### src/logic/fsr_pkg.sv
// status word definitions: bit positions, command codes, read modes, result codes.
// assumes a single 200 MHz clock domain with an active-low asynchronous reset.
package fsr_pkg;
	// ----------------------------------------
	// status word bit positions
	// ----------------------------------------
	localparam int unsigned STAT_W = 8;
	localparam int unsigned BIT_IDLE = 7;
	localparam int unsigned BIT_ERS_SUSP = 6;
	localparam int unsigned BIT_ERS_FAIL = 5;
	localparam int unsigned BIT_PRG_FAIL = 4;
	localparam int unsigned BIT_VPE_FAULT = 3;
	localparam int unsigned BIT_PRG_SUSP = 2;
	localparam int unsigned BIT_PROT_FAULT = 1;
	localparam int unsigned BIT_RSVD = 0;
	localparam logic [7:0] STAT_RESET = 8'h80;
	localparam logic [7:0] STAT_OE_BUSY = 8'h80;
	localparam logic [7:0] STAT_OE_IDLE = 8'hFF;

	// ----------------------------------------
	// command codes from the command decoder
	// ----------------------------------------
	typedef enum logic [3:0] {
		FSR_CMD_NONE,
		FSR_CMD_READ_STATUS,
		FSR_CMD_READ_ARRAY,
		FSR_CMD_CLEAR_STATUS,
		FSR_CMD_PROGRAM,
		FSR_CMD_ERASE,
		FSR_CMD_PROTECT,
		FSR_CMD_UNPROTECT,
		FSR_CMD_SUSPEND,
		FSR_CMD_RESUME,
		FSR_CMD_OTHER
	} fsr_cmd_e;

	// ----------------------------------------
	// operation outcome from the controller
	// ----------------------------------------
	typedef enum logic [2:0] {
		FSR_RES_OK,
		FSR_RES_CELL_FAIL,
		FSR_RES_VPE_LOW,
		FSR_RES_PROTECTED,
		FSR_RES_BAD_SEQ
	} fsr_res_e;

	// kind of operation that the controller is running
	typedef enum logic [1:0] {
		FSR_OP_PROGRAM,
		FSR_OP_ERASE,
		FSR_OP_PROTECT,
		FSR_OP_UNPROTECT
	} fsr_op_e;

	typedef enum logic [1:0] {
		FSR_BUS_ARRAY_CFG,
		FSR_BUS_STATUS_ASYNC
	} fsr_bus_e;
endpackage : fsr_pkg

### src/logic/fsr_bus_track.sv
// read bus tracking: detects the start of a fresh status read.
// assumes chip and output enables already sampled into the clock domain.
`timescale 1ns/1ps
module fsr_bus_track
	import fsr_pkg::*;
(
	input wire logic clock_i,
	input wire logic rst_b_i,
	input wire logic chip_en_b_i,
	input wire logic out_en_b_i,
	output logic read_active_o,
	output logic refresh_o
);
	typedef struct packed {
		logic ce_d;
		logic oe_d;
	} fsr_trk_s;

	fsr_trk_s st;
	fsr_trk_s next_st;

	always_comb begin
		next_st.ce_d = ~chip_en_b_i;
		next_st.oe_d = ~out_en_b_i;
	end

	always_ff @(posedge clock_i or negedge rst_b_i) begin
		if (!rst_b_i) begin
			st <= '0;
		end else begin
			st <= next_st;
		end
	end

	assign read_active_o = ~chip_en_b_i & ~out_en_b_i;
	// a new access begins on the first cycle that both enables are active, after a cycle when they were not both active
	assign refresh_o = read_active_o & ~(st.ce_d & st.oe_d);
endmodule : fsr_bus_track

### src/logic/fsr_flag_update.sv
// next-value computation for the sticky error and suspend flags.
// assumes the outcome strobe is a one-cycle pulse.
`timescale 1ns/1ps
module fsr_flag_update
	import fsr_pkg::*;
(
	input wire logic [7:0] flags_i,
	input wire logic done_i,
	input wire fsr_res_e result_i,
	input wire fsr_op_e op_i,
	input wire logic clear_i,
	input wire logic vpe_attempt_i,
	input wire logic prog_paused_i,
	input wire logic erase_paused_i,
	input wire logic resume_i,
	output logic [7:0] flags_o
);
	logic is_erase;
	always_comb begin
		flags_o = flags_i;
		is_erase = (op_i == FSR_OP_ERASE) || (op_i == FSR_OP_UNPROTECT);
		if (clear_i) begin
			flags_o[BIT_ERS_FAIL] = 1'b0;
			flags_o[BIT_PRG_FAIL] = 1'b0;
			flags_o[BIT_VPE_FAULT] = 1'b0;
			flags_o[BIT_PROT_FAULT] = 1'b0;
		end
		if (resume_i) begin
			flags_o[BIT_ERS_SUSP] = 1'b0;
			flags_o[BIT_PRG_SUSP] = 1'b0;
		end
		if (erase_paused_i) begin
			flags_o[BIT_ERS_SUSP] = 1'b1;
		end
		if (prog_paused_i) begin
			flags_o[BIT_PRG_SUSP] = 1'b1;
		end
		if (vpe_attempt_i) begin
			flags_o[BIT_VPE_FAULT] = 1'b1;
		end
		// setting wins over a clear in the same cycle
		if (done_i) begin
			case (result_i)
				FSR_RES_CELL_FAIL: begin
					if (is_erase) flags_o[BIT_ERS_FAIL] = 1'b1;
					else flags_o[BIT_PRG_FAIL] = 1'b1;
				end
				FSR_RES_VPE_LOW: begin
					if (is_erase) flags_o[BIT_ERS_FAIL] = 1'b1;
					else flags_o[BIT_PRG_FAIL] = 1'b1;
					flags_o[BIT_VPE_FAULT] = 1'b1;
				end
				FSR_RES_PROTECTED: begin
					if (is_erase) flags_o[BIT_ERS_FAIL] = 1'b1;
					else flags_o[BIT_PRG_FAIL] = 1'b1;
					flags_o[BIT_PROT_FAULT] = 1'b1;
				end
				FSR_RES_BAD_SEQ: begin
					flags_o[BIT_ERS_FAIL] = 1'b1;
					flags_o[BIT_PRG_FAIL] = 1'b1;
				end
				default: begin
				end
			endcase
		end
		flags_o[BIT_RSVD] = 1'b0;
		flags_o[BIT_IDLE] = 1'b0;
	end
endmodule : fsr_flag_update

### src/logic/fsr_status.sv
// status word reporting for the program/erase controller.
// assumes a command decoder and controller in the same clock domain.
`timescale 1ns/1ps
module fsr_status
	import fsr_pkg::*;
(
	input wire logic clock_i,
	input wire logic rst_b_i,
	input wire logic chip_en_b_i,
	input wire logic out_en_b_i,
	input wire logic sync_burst_cfg_i,
	input wire logic cmd_valid_i,
	input wire fsr_cmd_e cmd_i,
	input wire logic ctrl_busy_i,
	input wire logic ctrl_done_i,
	input wire fsr_res_e ctrl_result_i,
	input wire fsr_op_e ctrl_op_i,
	input wire logic ctrl_paused_i,
	input wire logic program_erase_enable_pin_i,
	input wire logic [15:0] array_data_i,
	output logic [15:0] data_o,
	output logic [15:0] data_oe_o,
	output logic status_mode_o,
	output logic burst_enable_o,
	output logic [7:0] operation_status_word_o
);
	// ----------------------------------------
	// state
	// ----------------------------------------
	typedef enum logic [1:0] {
		FSR_ST_IDLE,
		FSR_ST_RUN,
		FSR_ST_SUSP_WAIT,
		FSR_ST_PAUSED
	} fsr_ctl_e;

	typedef struct packed {
		fsr_ctl_e ctl;
		fsr_bus_e bus;
		fsr_op_e op;
		logic [7:0] flags;
		logic [7:0] shown;
		logic [15:0] data;
		logic [15:0] oe;
	} fsr_state_s;

	fsr_state_s st;
	fsr_state_s next_st;

	logic read_active;
	logic refresh;
	logic [7:0] next_flags;
	logic clear_cmd;
	logic resume_cmd;
	logic op_cmd;
	logic vpe_attempt;
	logic prog_paused;
	logic erase_paused;
	logic idle_now;

	function automatic logic is_op_cmd(input fsr_cmd_e c);
		is_op_cmd = (c == FSR_CMD_PROGRAM) || (c == FSR_CMD_ERASE) ||
			(c == FSR_CMD_PROTECT) || (c == FSR_CMD_UNPROTECT);
	endfunction : is_op_cmd

	function automatic fsr_op_e op_of(input fsr_cmd_e c);
		case (c)
			FSR_CMD_ERASE: op_of = FSR_OP_ERASE;
			FSR_CMD_PROTECT: op_of = FSR_OP_PROTECT;
			FSR_CMD_UNPROTECT: op_of = FSR_OP_UNPROTECT;
			default: op_of = FSR_OP_PROGRAM;
		endcase
	endfunction : op_of

	// ----------------------------------------
	// helpers
	// ----------------------------------------
	fsr_bus_track u_track (
		.clock_i(clock_i),
		.rst_b_i(rst_b_i),
		.chip_en_b_i(chip_en_b_i),
		.out_en_b_i(out_en_b_i),
		.read_active_o(read_active),
		.refresh_o(refresh)
	);

	assign clear_cmd = cmd_valid_i && (cmd_i == FSR_CMD_CLEAR_STATUS);
	assign resume_cmd = cmd_valid_i && (cmd_i == FSR_CMD_RESUME) && (st.ctl == FSR_ST_PAUSED);
	assign op_cmd = cmd_valid_i && is_op_cmd(cmd_i);
	assign vpe_attempt = op_cmd && !program_erase_enable_pin_i;
	assign prog_paused = (st.ctl == FSR_ST_SUSP_WAIT) && ctrl_paused_i &&
		(st.op != FSR_OP_ERASE);
	assign erase_paused = (st.ctl == FSR_ST_SUSP_WAIT) && ctrl_paused_i &&
		(st.op == FSR_OP_ERASE);

	fsr_flag_update u_flags (
		.flags_i(st.flags),
		.done_i(ctrl_done_i),
		.result_i(ctrl_result_i),
		.op_i(st.op),
		.clear_i(clear_cmd),
		.vpe_attempt_i(vpe_attempt),
		.prog_paused_i(prog_paused),
		.erase_paused_i(erase_paused),
		.resume_i(resume_cmd),
		.flags_o(next_flags)
	);

	// ----------------------------------------
	// next state
	// ----------------------------------------
	always_comb begin
		next_st = st;
		next_st.flags = next_flags;
		case (st.ctl)
			FSR_ST_IDLE: begin
				if (op_cmd) begin
					next_st.ctl = FSR_ST_RUN;
					next_st.op = op_of(cmd_i);
				end
			end
			FSR_ST_RUN: begin
				if (ctrl_done_i) begin
					next_st.ctl = FSR_ST_IDLE;
				end else if (cmd_valid_i && cmd_i == FSR_CMD_SUSPEND) begin
					next_st.ctl = FSR_ST_SUSP_WAIT;
				end
			end
			FSR_ST_SUSP_WAIT: begin
				if (ctrl_done_i) begin
					next_st.ctl = FSR_ST_IDLE;
				end else if (ctrl_paused_i) begin
					next_st.ctl = FSR_ST_PAUSED;
				end
			end
			FSR_ST_PAUSED: begin
				if (resume_cmd) begin
					next_st.ctl = FSR_ST_RUN;
				end
			end
			default: begin
				next_st.ctl = FSR_ST_IDLE;
			end
		endcase

		if (cmd_valid_i) begin
			if (cmd_i == FSR_CMD_READ_STATUS || op_cmd || resume_cmd) begin
				next_st.bus = FSR_BUS_STATUS_ASYNC;
			end else if (cmd_i == FSR_CMD_READ_ARRAY) begin
				next_st.bus = FSR_BUS_ARRAY_CFG;
			end
		end

		idle_now = (next_st.ctl == FSR_ST_IDLE) || (next_st.ctl == FSR_ST_PAUSED);
		if (refresh) begin
			next_st.shown = next_flags;
			next_st.shown[BIT_IDLE] = idle_now;
		end else if (!read_active) begin
			// outside an access the word tracks live state
			next_st.shown = next_flags;
			next_st.shown[BIT_IDLE] = idle_now;
		end

		// status on lower lines at any address
		if (next_st.bus == FSR_BUS_STATUS_ASYNC) begin
			next_st.data = {8'h00, next_st.shown};
			next_st.oe = read_active ?
				{8'hFF, (next_st.shown[BIT_IDLE] ? STAT_OE_IDLE : STAT_OE_BUSY)} : 16'h0000;
		end else begin
			next_st.data = array_data_i;
			next_st.oe = read_active ? 16'hFFFF : 16'h0000;
		end
	end

	always_ff @(posedge clock_i or negedge rst_b_i) begin
		if (!rst_b_i) begin
			st.ctl <= FSR_ST_IDLE;
			st.bus <= FSR_BUS_ARRAY_CFG;
			st.op <= FSR_OP_PROGRAM;
			st.flags <= 8'h00;
			st.shown <= STAT_RESET;
			st.data <= 16'h0000;
			st.oe <= 16'h0000;
		end else begin
			st <= next_st;
		end
	end

	// ----------------------------------------
	// outputs
	// ----------------------------------------
	assign data_o = st.data;
	assign data_oe_o = st.oe;
	assign status_mode_o = (st.bus == FSR_BUS_STATUS_ASYNC);
	assign burst_enable_o = sync_burst_cfg_i && (st.bus == FSR_BUS_ARRAY_CFG);
	assign operation_status_word_o = st.shown;
endmodule : fsr_status

### config.mk
export PLATFORM = sky130hd
export DESIGN_NAME = fsr_status
export DESIGN_NICKNAME = d
export VERILOG_FILES = /design/src/logic/fsr_pkg.sv /design/src/logic/fsr_bus_track.sv /design/src/logic/fsr_flag_update.sv /design/src/logic/fsr_status.sv
export SDC_FILE = /design/constraint.sdc
export NUM_CORES = 1
export LEC_CHECK = 0
export BUFFER_PORTS_ARGS = -buffer_cell sky130_fd_sc_hd__buf_4
export CAP_MARGIN = 15
export CELL_PAD_IN_SITES_DETAIL_PLACEMENT = 2
export CELL_PAD_IN_SITES_GLOBAL_PLACEMENT = 2
export CORE_MARGIN = 3
export CORE_UTILIZATION = 29
export DETAILED_ROUTE_END_ITERATION = 10
export HOLD_SLACK_MARGIN = 0.02
export PLACE_DENSITY_LB_ADDON = 0.2
export SYNTH_ARGS = -nofsm -noshare
export SYNTH_HDL_FRONTEND = slang
export SYNTH_SLANG_ARGS = --single-unit
### constraint.sdc
create_clock -name clock_i -period 2 [get_ports clock_i]
set_clock_uncertainty 0.2 [all_clocks]
set_input_delay 0.2 -clock clock_i [delete_from_list [all_inputs] [get_ports clock_i]]
set_output_delay 0.2 -clock clock_i [all_outputs]
set_load 0.01 [all_outputs]
# Yosys cells after proc, flatten, opt, wreduce, memory -nomap -nowiden
# Index checks and enable logic that the tools add are counted.
classes:
  eq_ne: 22
  mux: 31
  n_bitwise: 6
  reduce_logical: 23
ops:
  columns: ["cell", "n"]
  rows:
  - ["$mux W16", 2]
  - ["$mux W32", 1]
  - ["$mux W2", 9]
  - ["$eq A4 B3 Y1 const B", 4]
  - ["$mux W8", 2]
  - ["$mux W1", 11]
  - ["$logic_and A1 B1 Y1", 10]
  - ["$eq A2 B1 Y1 const B", 4]
  - ["$eq A2 B2 Y1 const B", 4]
  - ["$eq A4 B2 Y1 const B", 2]
  - ["$eq A4 B4 Y1 const B", 2]
  - ["$pmux W2 S4", 1]
  - ["$logic_or A1 B1 Y1", 7]
  - ["$mux W7", 1]
  - ["$eq A3 B2 Y1 const B", 2]
  - ["$logic_not A2 Y1", 3]
  - ["$mux W3", 2]
  - ["$pmux W2 S3", 1]
  - ["$eq A4 B1 Y1 const B", 1]
  - ["$pmux W2 S2", 1]
  - ["$and A1 B1 Y1", 3]
  - ["$eq A3 B1 Y1 const B", 1]
  - ["$eq A3 B3 Y1 const B", 1]
  - ["$not A1 Y1", 3]
  - ["other kinds (4)", 4]
word_totals:
  regBits: 54
  input_bits: 35
  wordCells: 91

# Longest topological paths before layout
# Gate-level depths: netlist (run 1).
depth:
  word_depth: 14
  ltp_mapped: 6
  ltp_nobuf: 5

# Modules after synthesis
# A second synthesis (run 1) with hierarchy kept.
unflattened:
  hier_cells: 205
  hier_area_um2: 2093.3
modules_own_cells:
  columns: ["mod", "n_inst", "cells_each", "area_per_inst_um2"]
  rows:
  - ["fsr_status", 1, 180, 1886.8]
  - ["fsr_flag_update", 1, 19, 132.6]
  - ["fsr_bus_track", 1, 6, 73.8]

# Worst setup path before layout (run 1)
# Ideal clock, no wire load.
synth_path:
  kind: "reg2reg"
  start: "register st[52] (netlist name)"
  end: "register st (netlist bit data_o[6])"
  arrival_time_ns: 1.405
  required_time_ns: 1.675
  path_slack_ns: 0.270
  path_stages_with_launch: 6
  n_path_buf: 0
  period_less_slack_ns: 1.730
  path_cell_list: "dfrtp_1 -> nand3_1 -> or2_1 -> a21o_1 -> mux2_4 -> mux2_4"
synth_lines:
  columns: ["item", "line_no", "rtl"]
  rows:
  - ["start: declaration", "fsr_status.sv:47", "fsr_state_s st;"]
  - ["start signal: assignment", "fsr_status.sv:185", "st <= next_st;"]

==> results of run 1 <==
-- through the flow --
step | area, um2 | hold WS [ns]
after CTS | 2611 | 0.03312
after global placement | 2303 | 0.007576
after detailed placement | 2303 | 0.01570
after global routing | 2613 | 0.05742
after floorplan | 1952 | -0.2956
final | 2613 | 0.04229
-- power by group --
| part | total, mW | switching [mW] | leakage (nW) | internal [mW] |
|---|---|---|---|---|
| sequential | 0.971 | 0.0564 | 0.486 | 0.915 |
| clock | 0.537 | 0.294 | 0.0479 | 0.243 |
| combinational | 0.479 | 0.208 | 0.764 | 0.271 |
-- how the worst min path moves through the flow --
| stage | slack, ns | cells past startpoint | endpoint | startpoint |
|---|---|---|---|---|
| finish | 0.04 | 3 | st[43] | program_erase_enable_pin_i |
| global route | 0.06 | 3 | st[43] | program_erase_enable_pin_i |
| detailed placement | 0.02 | 1 | operation_status_word_o[0] | rst_b_i |
| global placement | 0.008 | 1 | data_o[0] | rst_b_i |
| CTS | 0.03 | 3 | st[43] | program_erase_enable_pin_i |
| floorplan | -0.30 | 0 | data_o[0] | rst_b_i |
-- registers in the layout, summed over array words and instances (netlist names) --
name / cells
operation_status_word_o: 8
data_oe_o: 2
st: 12
data_o: 16
u_track.st: 2
-- cells in the final DEF (no fill, tap or decap), drive strengths merged --
cell type	netlist	layout
buf	40	75
dfrtp	39	39
dlygate4sd3	0	22
nand2	12	12
mux2	12	12
and3	10	10
o21ai	7	7
inv	6	6
nand3	6	6
nor2	5	5
clkbuf	2	5
nor3b	4	4
a21o	4	4
nor2b	4	4
nand3b	3	3
a31oi	3	3
clkinv	0	3
a21oi	2	2
and2	2	2
o2bb2ai	2	2
a211oi	2	2
nand4bb	1	1
nand2b	1	1
and4bb	1	1
or2	1	1
nor3	1	1
o22ai	1	1
or3	1	1
or4b	1	1
xor2	1	1
o211ai	1	1
dfstp	1	1
-- critical path, delay by kind of cell, from the launching register on --
family | cells | cell delay (ns)
flip-flops | 1 | 0.46
multiplexers | 2 | 0.51
AND/OR/NAND/NOR | 2 | 0.38
AO/OA/AOI/OAI | 1 | 0.21
-- area by class of cell --
class,count,share of cell area
clock inverters,3,0.007184
clock buffers,5,0.02634
well taps,77,0.03688
multi-input cells,88,0.2371
repair buffers,97,0.2998
inverters,6,0.008621
flip-flops and latches,40,0.3841
-- logic make-up after synthesis --
family	after synthesis	synth area share
and+or+nand+nor	53	0.1680
buffers and inverters	48	0.1692
DFF	40	0.5135
AOI/OAI and AO/OA	22	0.07180
muxes	12	0.07308
xor gates and xnor gates	1	0.004488
-- what timing repair did --
action                     in CTS  in global routing
resized for setup               0                  1
hold endpoints to repair       61                  0
hold buffers                   22                  0
setup buffers                   0                  0
setup endpoints to repair       0                  1
-- layer usage --
metal / global-route usage / vias up
met4: 0.03297 / 0
li1: - / 686
met5: 0 / -
met2: 0.2288 / 48
met3: 0.03387 / 2
met1: 0.1559 / 725
==> reports/qor.yml, run 1 <==
cp-start-kind: "flop"
design.core.area_um2: 6422
syn_area_per_cell_um2: 11.09
clk_pin_slew_ns: 0.08
powerDensity_nw_per_um2: 761.1
die_y_um: 88.04
route.met3.wl_um: 278
max_stage_delay_ns: 0.46
gp_congestion: 0.7405
wl_per_cell_um: 15.56
syn_nets: 211
die_x_um: 88.04
cp_max_fo: 7
ys_seq_area_frac: 0.5135
antenna_cells: 0
ant_nets: 0
top_layer_used: "met4"
grt.overflow.total: 0
fin_setup_tns_ns: 0
reg2reg_depth: 5
rsz0062_at_grt: "false"
worstReg2RegStart: "st[53]"
finalSetupViolations: 0
multi_input_area_um2: 619.3
syn_inst: 176
grt_first_pass_wirelength_um: 7762
io_pins: 77
cts.htree.levels: 2
vdd_ir_drop_max_mv: 0.4115
yosysTopAreaCell: "dfrtp_1"
cts_tree: "yes"
grt_max_degree: 41
fin_crit_ns: 1.875
tightestPinTransition_ns: 0.5181
drive_gt1_frac: 0.4226
initial_core_util: 0.3039
wl_met1_um: 2046
critical_path.endpoint: "data_o[6]"
area_growth_pct: 33.85
leakagePower_nw: 1.297
yosys-top-cells-area: "dfrtp_1 50%, buf_4 15%, mux2_2 5.8%"
final_hold_viol_count: 0
cp_cell_sequence: "nand3_1 -> or2_1 -> a21o_1 -> mux2_4 -> mux2_4"
yosys_most_used_dff: "dfrtp_1"
critPathKind: "flop to flop"
first_global_vias: 1578
yosys_warnings: 0
wl_um: 4917
rows: 29
worst_setup_path_end_kind: "flop"
relSlewSlack: 0.6546
r2r_slack_ns: 0.12
dr.pass1.iters: 4
drt_drc_violations_left: 0
layout.nets: 273
dp_slack_ns: 0.03131
fillers: 683
avgViaCountPerCell: 4.623
cp.required_ns: 1.98
postSynth.asyncResetShare: 1.000
globalRouteTotalUtil: 0.1292
dp.cells: 286
cts.path.max_buffers: 2
clk_latency_ns: 0.29
synth_top_cell_area_share: 0.5000
dp_hpwl_um: 3694
dieArea_um2: 7751
worstSetupStartpoint: "st[53]"
fin_util: 0.4068
portBuffers: 73
period_share: 0.9377
fin_cells: 316
power_mw: 1.988
status: "finished, final reports clean"
synth.most_common_cell: "buf_4"
final.setup.worst_slack_ns: 0.1245
worst_r2r_endpoint: "data_o[6]"
drt_iter0_markers: 28
crit_top_cell: "mux2_4"
cts_buffers: 5
netlist_top_cells_count: "40 x buf_4, 39 x dfrtp_1, 11 x nand2_1"
met2_length_um: 2564
cap_violations: 0
cp.arrival_ns: 1.85
slew_violations: 0
cts-root-buf: "clkbuf_8"
cts.sinks: 40
synth_seq_cells: 40
min_path_type: "input port to flop"
num_vias: 1461
slowest_stage: "dfrtp_1"
grt_antenna_before_repair: 0
syn-cell-area_um2: 1952
fmaxAchievable_mhz: 533.2
ys_types: 34
synth_edf_count: 0
ff_latch_area_um2: 1003
Power figures use the tool's default switching activity.
==> inputs of run 2 (changes only) <==
Settings changed: ABC_AREA set to 1, CORE_UTILIZATION 29 to 27.
==> run 2 against run 1 <==
Against the previous run:
- clock-buffer cell count grew 2
- hold slack better by 0.0036 ns
- setup slack better by 0.036 ns
- routed wire length is 15% higher
- critical path type unchanged
- largest cell class unchanged
- highest routed layer unchanged
==> reports/qor.yml, run 2 <==
area_growth_pct: 35.96  # was 33.85%
final_cell_mix: "75 x buf_4, 40 x inv_1, 39 x dfrtp_1"  # was 75 x buf_4, 38 x dfrtp_1, 22 x dlygate4sd3_1
leakagePower_nw: 1.475  # was 1.297 nW
cap_violations: 0  # unchanged
synth-xor-area-share: 0  # was 0.004487
vdd_ir_drop_max_mv: 0.4137  # was 0.4115 mV
fin_cells: 394  # was 316
drive_gt1_frac: 0.3356  # was 0.4226
cp_max_fo: 12  # was 7
crit_buf_inv: 0  # unchanged
grt_first_pass_wirelength_um: 9087  # was 7762 um
rows: 30  # was 29
holdPathStages: 3  # unchanged
hp-start: "cmd_i[1]"  # was program_erase_enable_pin_i
yosys_most_used_dff: "dfrtp_1"  # unchanged
grt.overflow.total: 0  # unchanged
yosys-top-cells-area: "dfrtp_1 48%, buf_4 15%, inv_1 7.6%"  # was dfrtp_1 50%, buf_4 15%, mux2_2 5.8%
finalSetupViolations: 0  # unchanged
synth_top_cell_area_share: 0.4836  # was 0.5000
initial_core_util: 0.2875  # was 0.3039
syn_nets: 269  # was 211
clk_pin_slew_ns: 0.08  # about the same
syn_inst: 234  # was 176
synth_seq_cells: 40  # unchanged
postSynth.asyncResetShare: 1.000  # unchanged
design.core.area_um2: 7019  # was 6422 um2
ys_seq_area_frac: 0.4966  # was 0.5135
cts_buffers: 5  # unchanged
design_area_um2: 2744  # was 2613 um2
cp.arrival_ns: 1.78  # was 1.85 ns
r2r_slack_ns: 0.16  # was 0.12 ns
antenna_cells: 0  # unchanged
slowest_stage: "dfrtp_1"  # unchanged
cts-root-buf: "clkbuf_8"  # unchanged
worstReg2RegStart: "st[53]"  # unchanged
worst_setup_path_end_kind: "flop"  # unchanged
tightestPinTransition_ns: 0.6738  # was 0.5181 ns
cts.htree.levels: 2  # unchanged
fmaxAchievable_mhz: 543.5  # was 533.2 MHz
first_global_vias: 1882  # was 1578
worstSetupStartpoint: "st[53]"  # unchanged
cp-start-kind: "flop"  # unchanged
cts.sinks: 40  # unchanged
wl_per_cell_um: 14.40  # was 15.56 um
clk_latency_ns: 0.29  # about the same
reg2reg_depth: 5  # unchanged
dr.pass1.iters: 3  # was 4
die_x_um: 92.46  # was 88.04 um
final.setup.worst_slack_ns: 0.1600  # was 0.1245 ns
syn-cell-area_um2: 2018  # was 1952 um2
gp_congestion: 0.7395  # was 0.7405
cp.required_ns: 1.94  # was 1.98 ns
wl_um: 5672  # was 4917 um
largest_register_ffs: 16  # unchanged
yosysTopAreaCell: "dfrtp_1"  # unchanged
grt_antenna_before_repair: 0  # unchanged
cp_top_family: "compound AO/OA/AOI/OAI gates"  # was multiplexers
synth_top_family_by_area: "buffers and inverters"  # unchanged
die_y_um: 92.46  # was 88.04 um
synth_edf_count: 0  # unchanged
status: "finished, final reports clean"  # unchanged
fillers: 804  # was 683
layout_commonest_cell: "buf_4"  # unchanged
rsz0062_at_grt: "false"  # unchanged
cp_cell_sequence: "nand2_1 -> o31ai_2 -> nand2_2 -> o21ai_2 -> nor2_1"  # was nand3_1 -> or2_1 -> a21o_1 -> mux2_4 -> mux2_4
syn_area_per_cell_um2: 8.625  # was 11.09 um2
synth_fa_ha_area_frac: 0  # unchanged
hold_ws_ns: 0.04592  # was 0.04229 ns
synthSimpleGateAreaFrac: 0.1785  # was 0.1679
final_hold_viol_count: 0  # unchanged
io_pins: 77  # unchanged
netlist_top_cells_count: "41 x inv_1, 40 x buf_4, 39 x dfrtp_1"  # was 40 x buf_4, 39 x dfrtp_1, 11 x nand2_1
avgViaCountPerCell: 4.299  # was 4.623
num_vias: 1694  # was 1461
period_share: 0.9200  # was 0.9377
dp.cells: 362  # was 286
cts.path.max_buffers: 2  # unchanged
fin_crit_ns: 1.840  # was 1.875 ns
dp_slack_ns: -0.0007493  # was 0.03131 ns
dieArea_um2: 8548  # was 7751 um2
layout.nets: 332  # was 273
synth_compound_area_frac: 0.08493  # was 0.07179
cts_tree: "yes"  # unchanged
drt_drc_violations_left: 0  # unchanged
slew_violations: 0  # unchanged
drt_iter0_markers: 31  # was 28
synthMuxAreaShare: 0  # was 0.07308
min_path_type: "input port to flop"  # unchanged
yosys_warnings: 0  # unchanged
critPathKind: "flop to flop"  # unchanged
max_stage_delay_ns: 0.42  # was 0.46 ns
powerDensity_nw_per_um2: 817.7  # was 761.1 nW/um2
dp_hpwl_um: 3762  # was 3694 um
synth.most_common_cell: "inv_1"  # was buf_4
portBuffers: 73  # unchanged
worst_r2r_endpoint: "data_o[13]"  # was data_o[6]
relSlewSlack: 0.5508  # was 0.6546
ant_nets: 0  # unchanged
globalRouteTotalUtil: 0.1354  # was 0.1292
worstHoldEndpoint: "st[49]"  # was st[43]
post_cts_buffers: 0  # unchanged
grt_max_degree: 41  # unchanged
power_mw: 2.244  # was 1.988 mW
place_area_um2: 2371  # was 2303 um2
ys_types: 27  # was 34
==> run 2: cell count changes in the layout (fill, tap and decap cells not counted), sizes merged, moves of 3 or more <==
cell | before | now
inv | 6 | 41
nand2 | 12 | 41
nor2 | 5 | 26
mux2 | 12 | 0
o21ai | 7 | 18
and3 | 10 | 0
a21o | 4 | 0
nand3 | 6 | 10
nor2b | 4 | 0
clkinv | 3 | 0
nor3b | 4 | 1
==> run 2: report_power, final <==
group | leakage, nW | total (mW) | switching [mW] | internal, mW
Sequential | 0.466 | 0.969 | 0.0500 | 0.919
Combinational | 0.944 | 0.549 | 0.288 | 0.262
Clock | 0.0645 | 0.726 | 0.285 | 0.441
==> run 2: logic make-up after synthesis <==
kind of cell | after synthesis
flip-flops | 40
AND/OR/NAND/NOR | 84
AO/OA/AOI/OAI | 26
buffers and inverters | 84
==> run 2: worst max-delay path by stage <==
stage                     slack, ns         end  depth (start not counted)
after floorplan                0.48   data_o[3]                          6
after global placement         0.09   data_o[7]                          7
after detailed placement    -0.0007   data_o[4]                          8
after CTS                      0.08   data_o[4]                          6
after global routing           0.01  data_o[10]                          5
final                          0.16  data_o[13]                          5
==> run 2: repair_timing <==
item                                   CTS  global route
resized for setup                        0             3
setup endpoints to repair                0             8
endpoints found under the hold margin   63             0
hold buffers                            23             0
==> run 2: tightest hold or removal path: stages <==
cell	delay [ns]
buf_4	0.13
inv_1	0.07
o21ai_0	0.09
==> run 2: final cells by class <==
class | count | area, um2 | share of cell area
tap | 96 | 120.1 | 0.04378
multi-input combinational | 111 | 548.0 | 0.1997
clock buffer | 7 | 96.34 | 0.03511
sequential | 40 | 1002 | 0.3653
clock inverter | 1 | 30.03 | 0.01094
timing repair buffer | 98 | 793.3 | 0.2891
inverter | 41 | 153.9 | 0.05609
==> run 2: routing by layer <==
layer  vias up  track usage  part of all wire
li1        800            -                 -
met1       836       0.1563              0.42
met2        54       0.2429              0.51
met3         4      0.03899             0.066
met4         0      0.03713            0.0093
met5         -            0                 0
==> run 2: stage by stage <==
stage	TNS [ns]	utilization
final	0	0.3909
after global placement	0	0.3378
after floorplan	0	-
after detailed placement	-0.0007493	0.3378
after global routing	0	0.3909
after CTS	0	0.3886
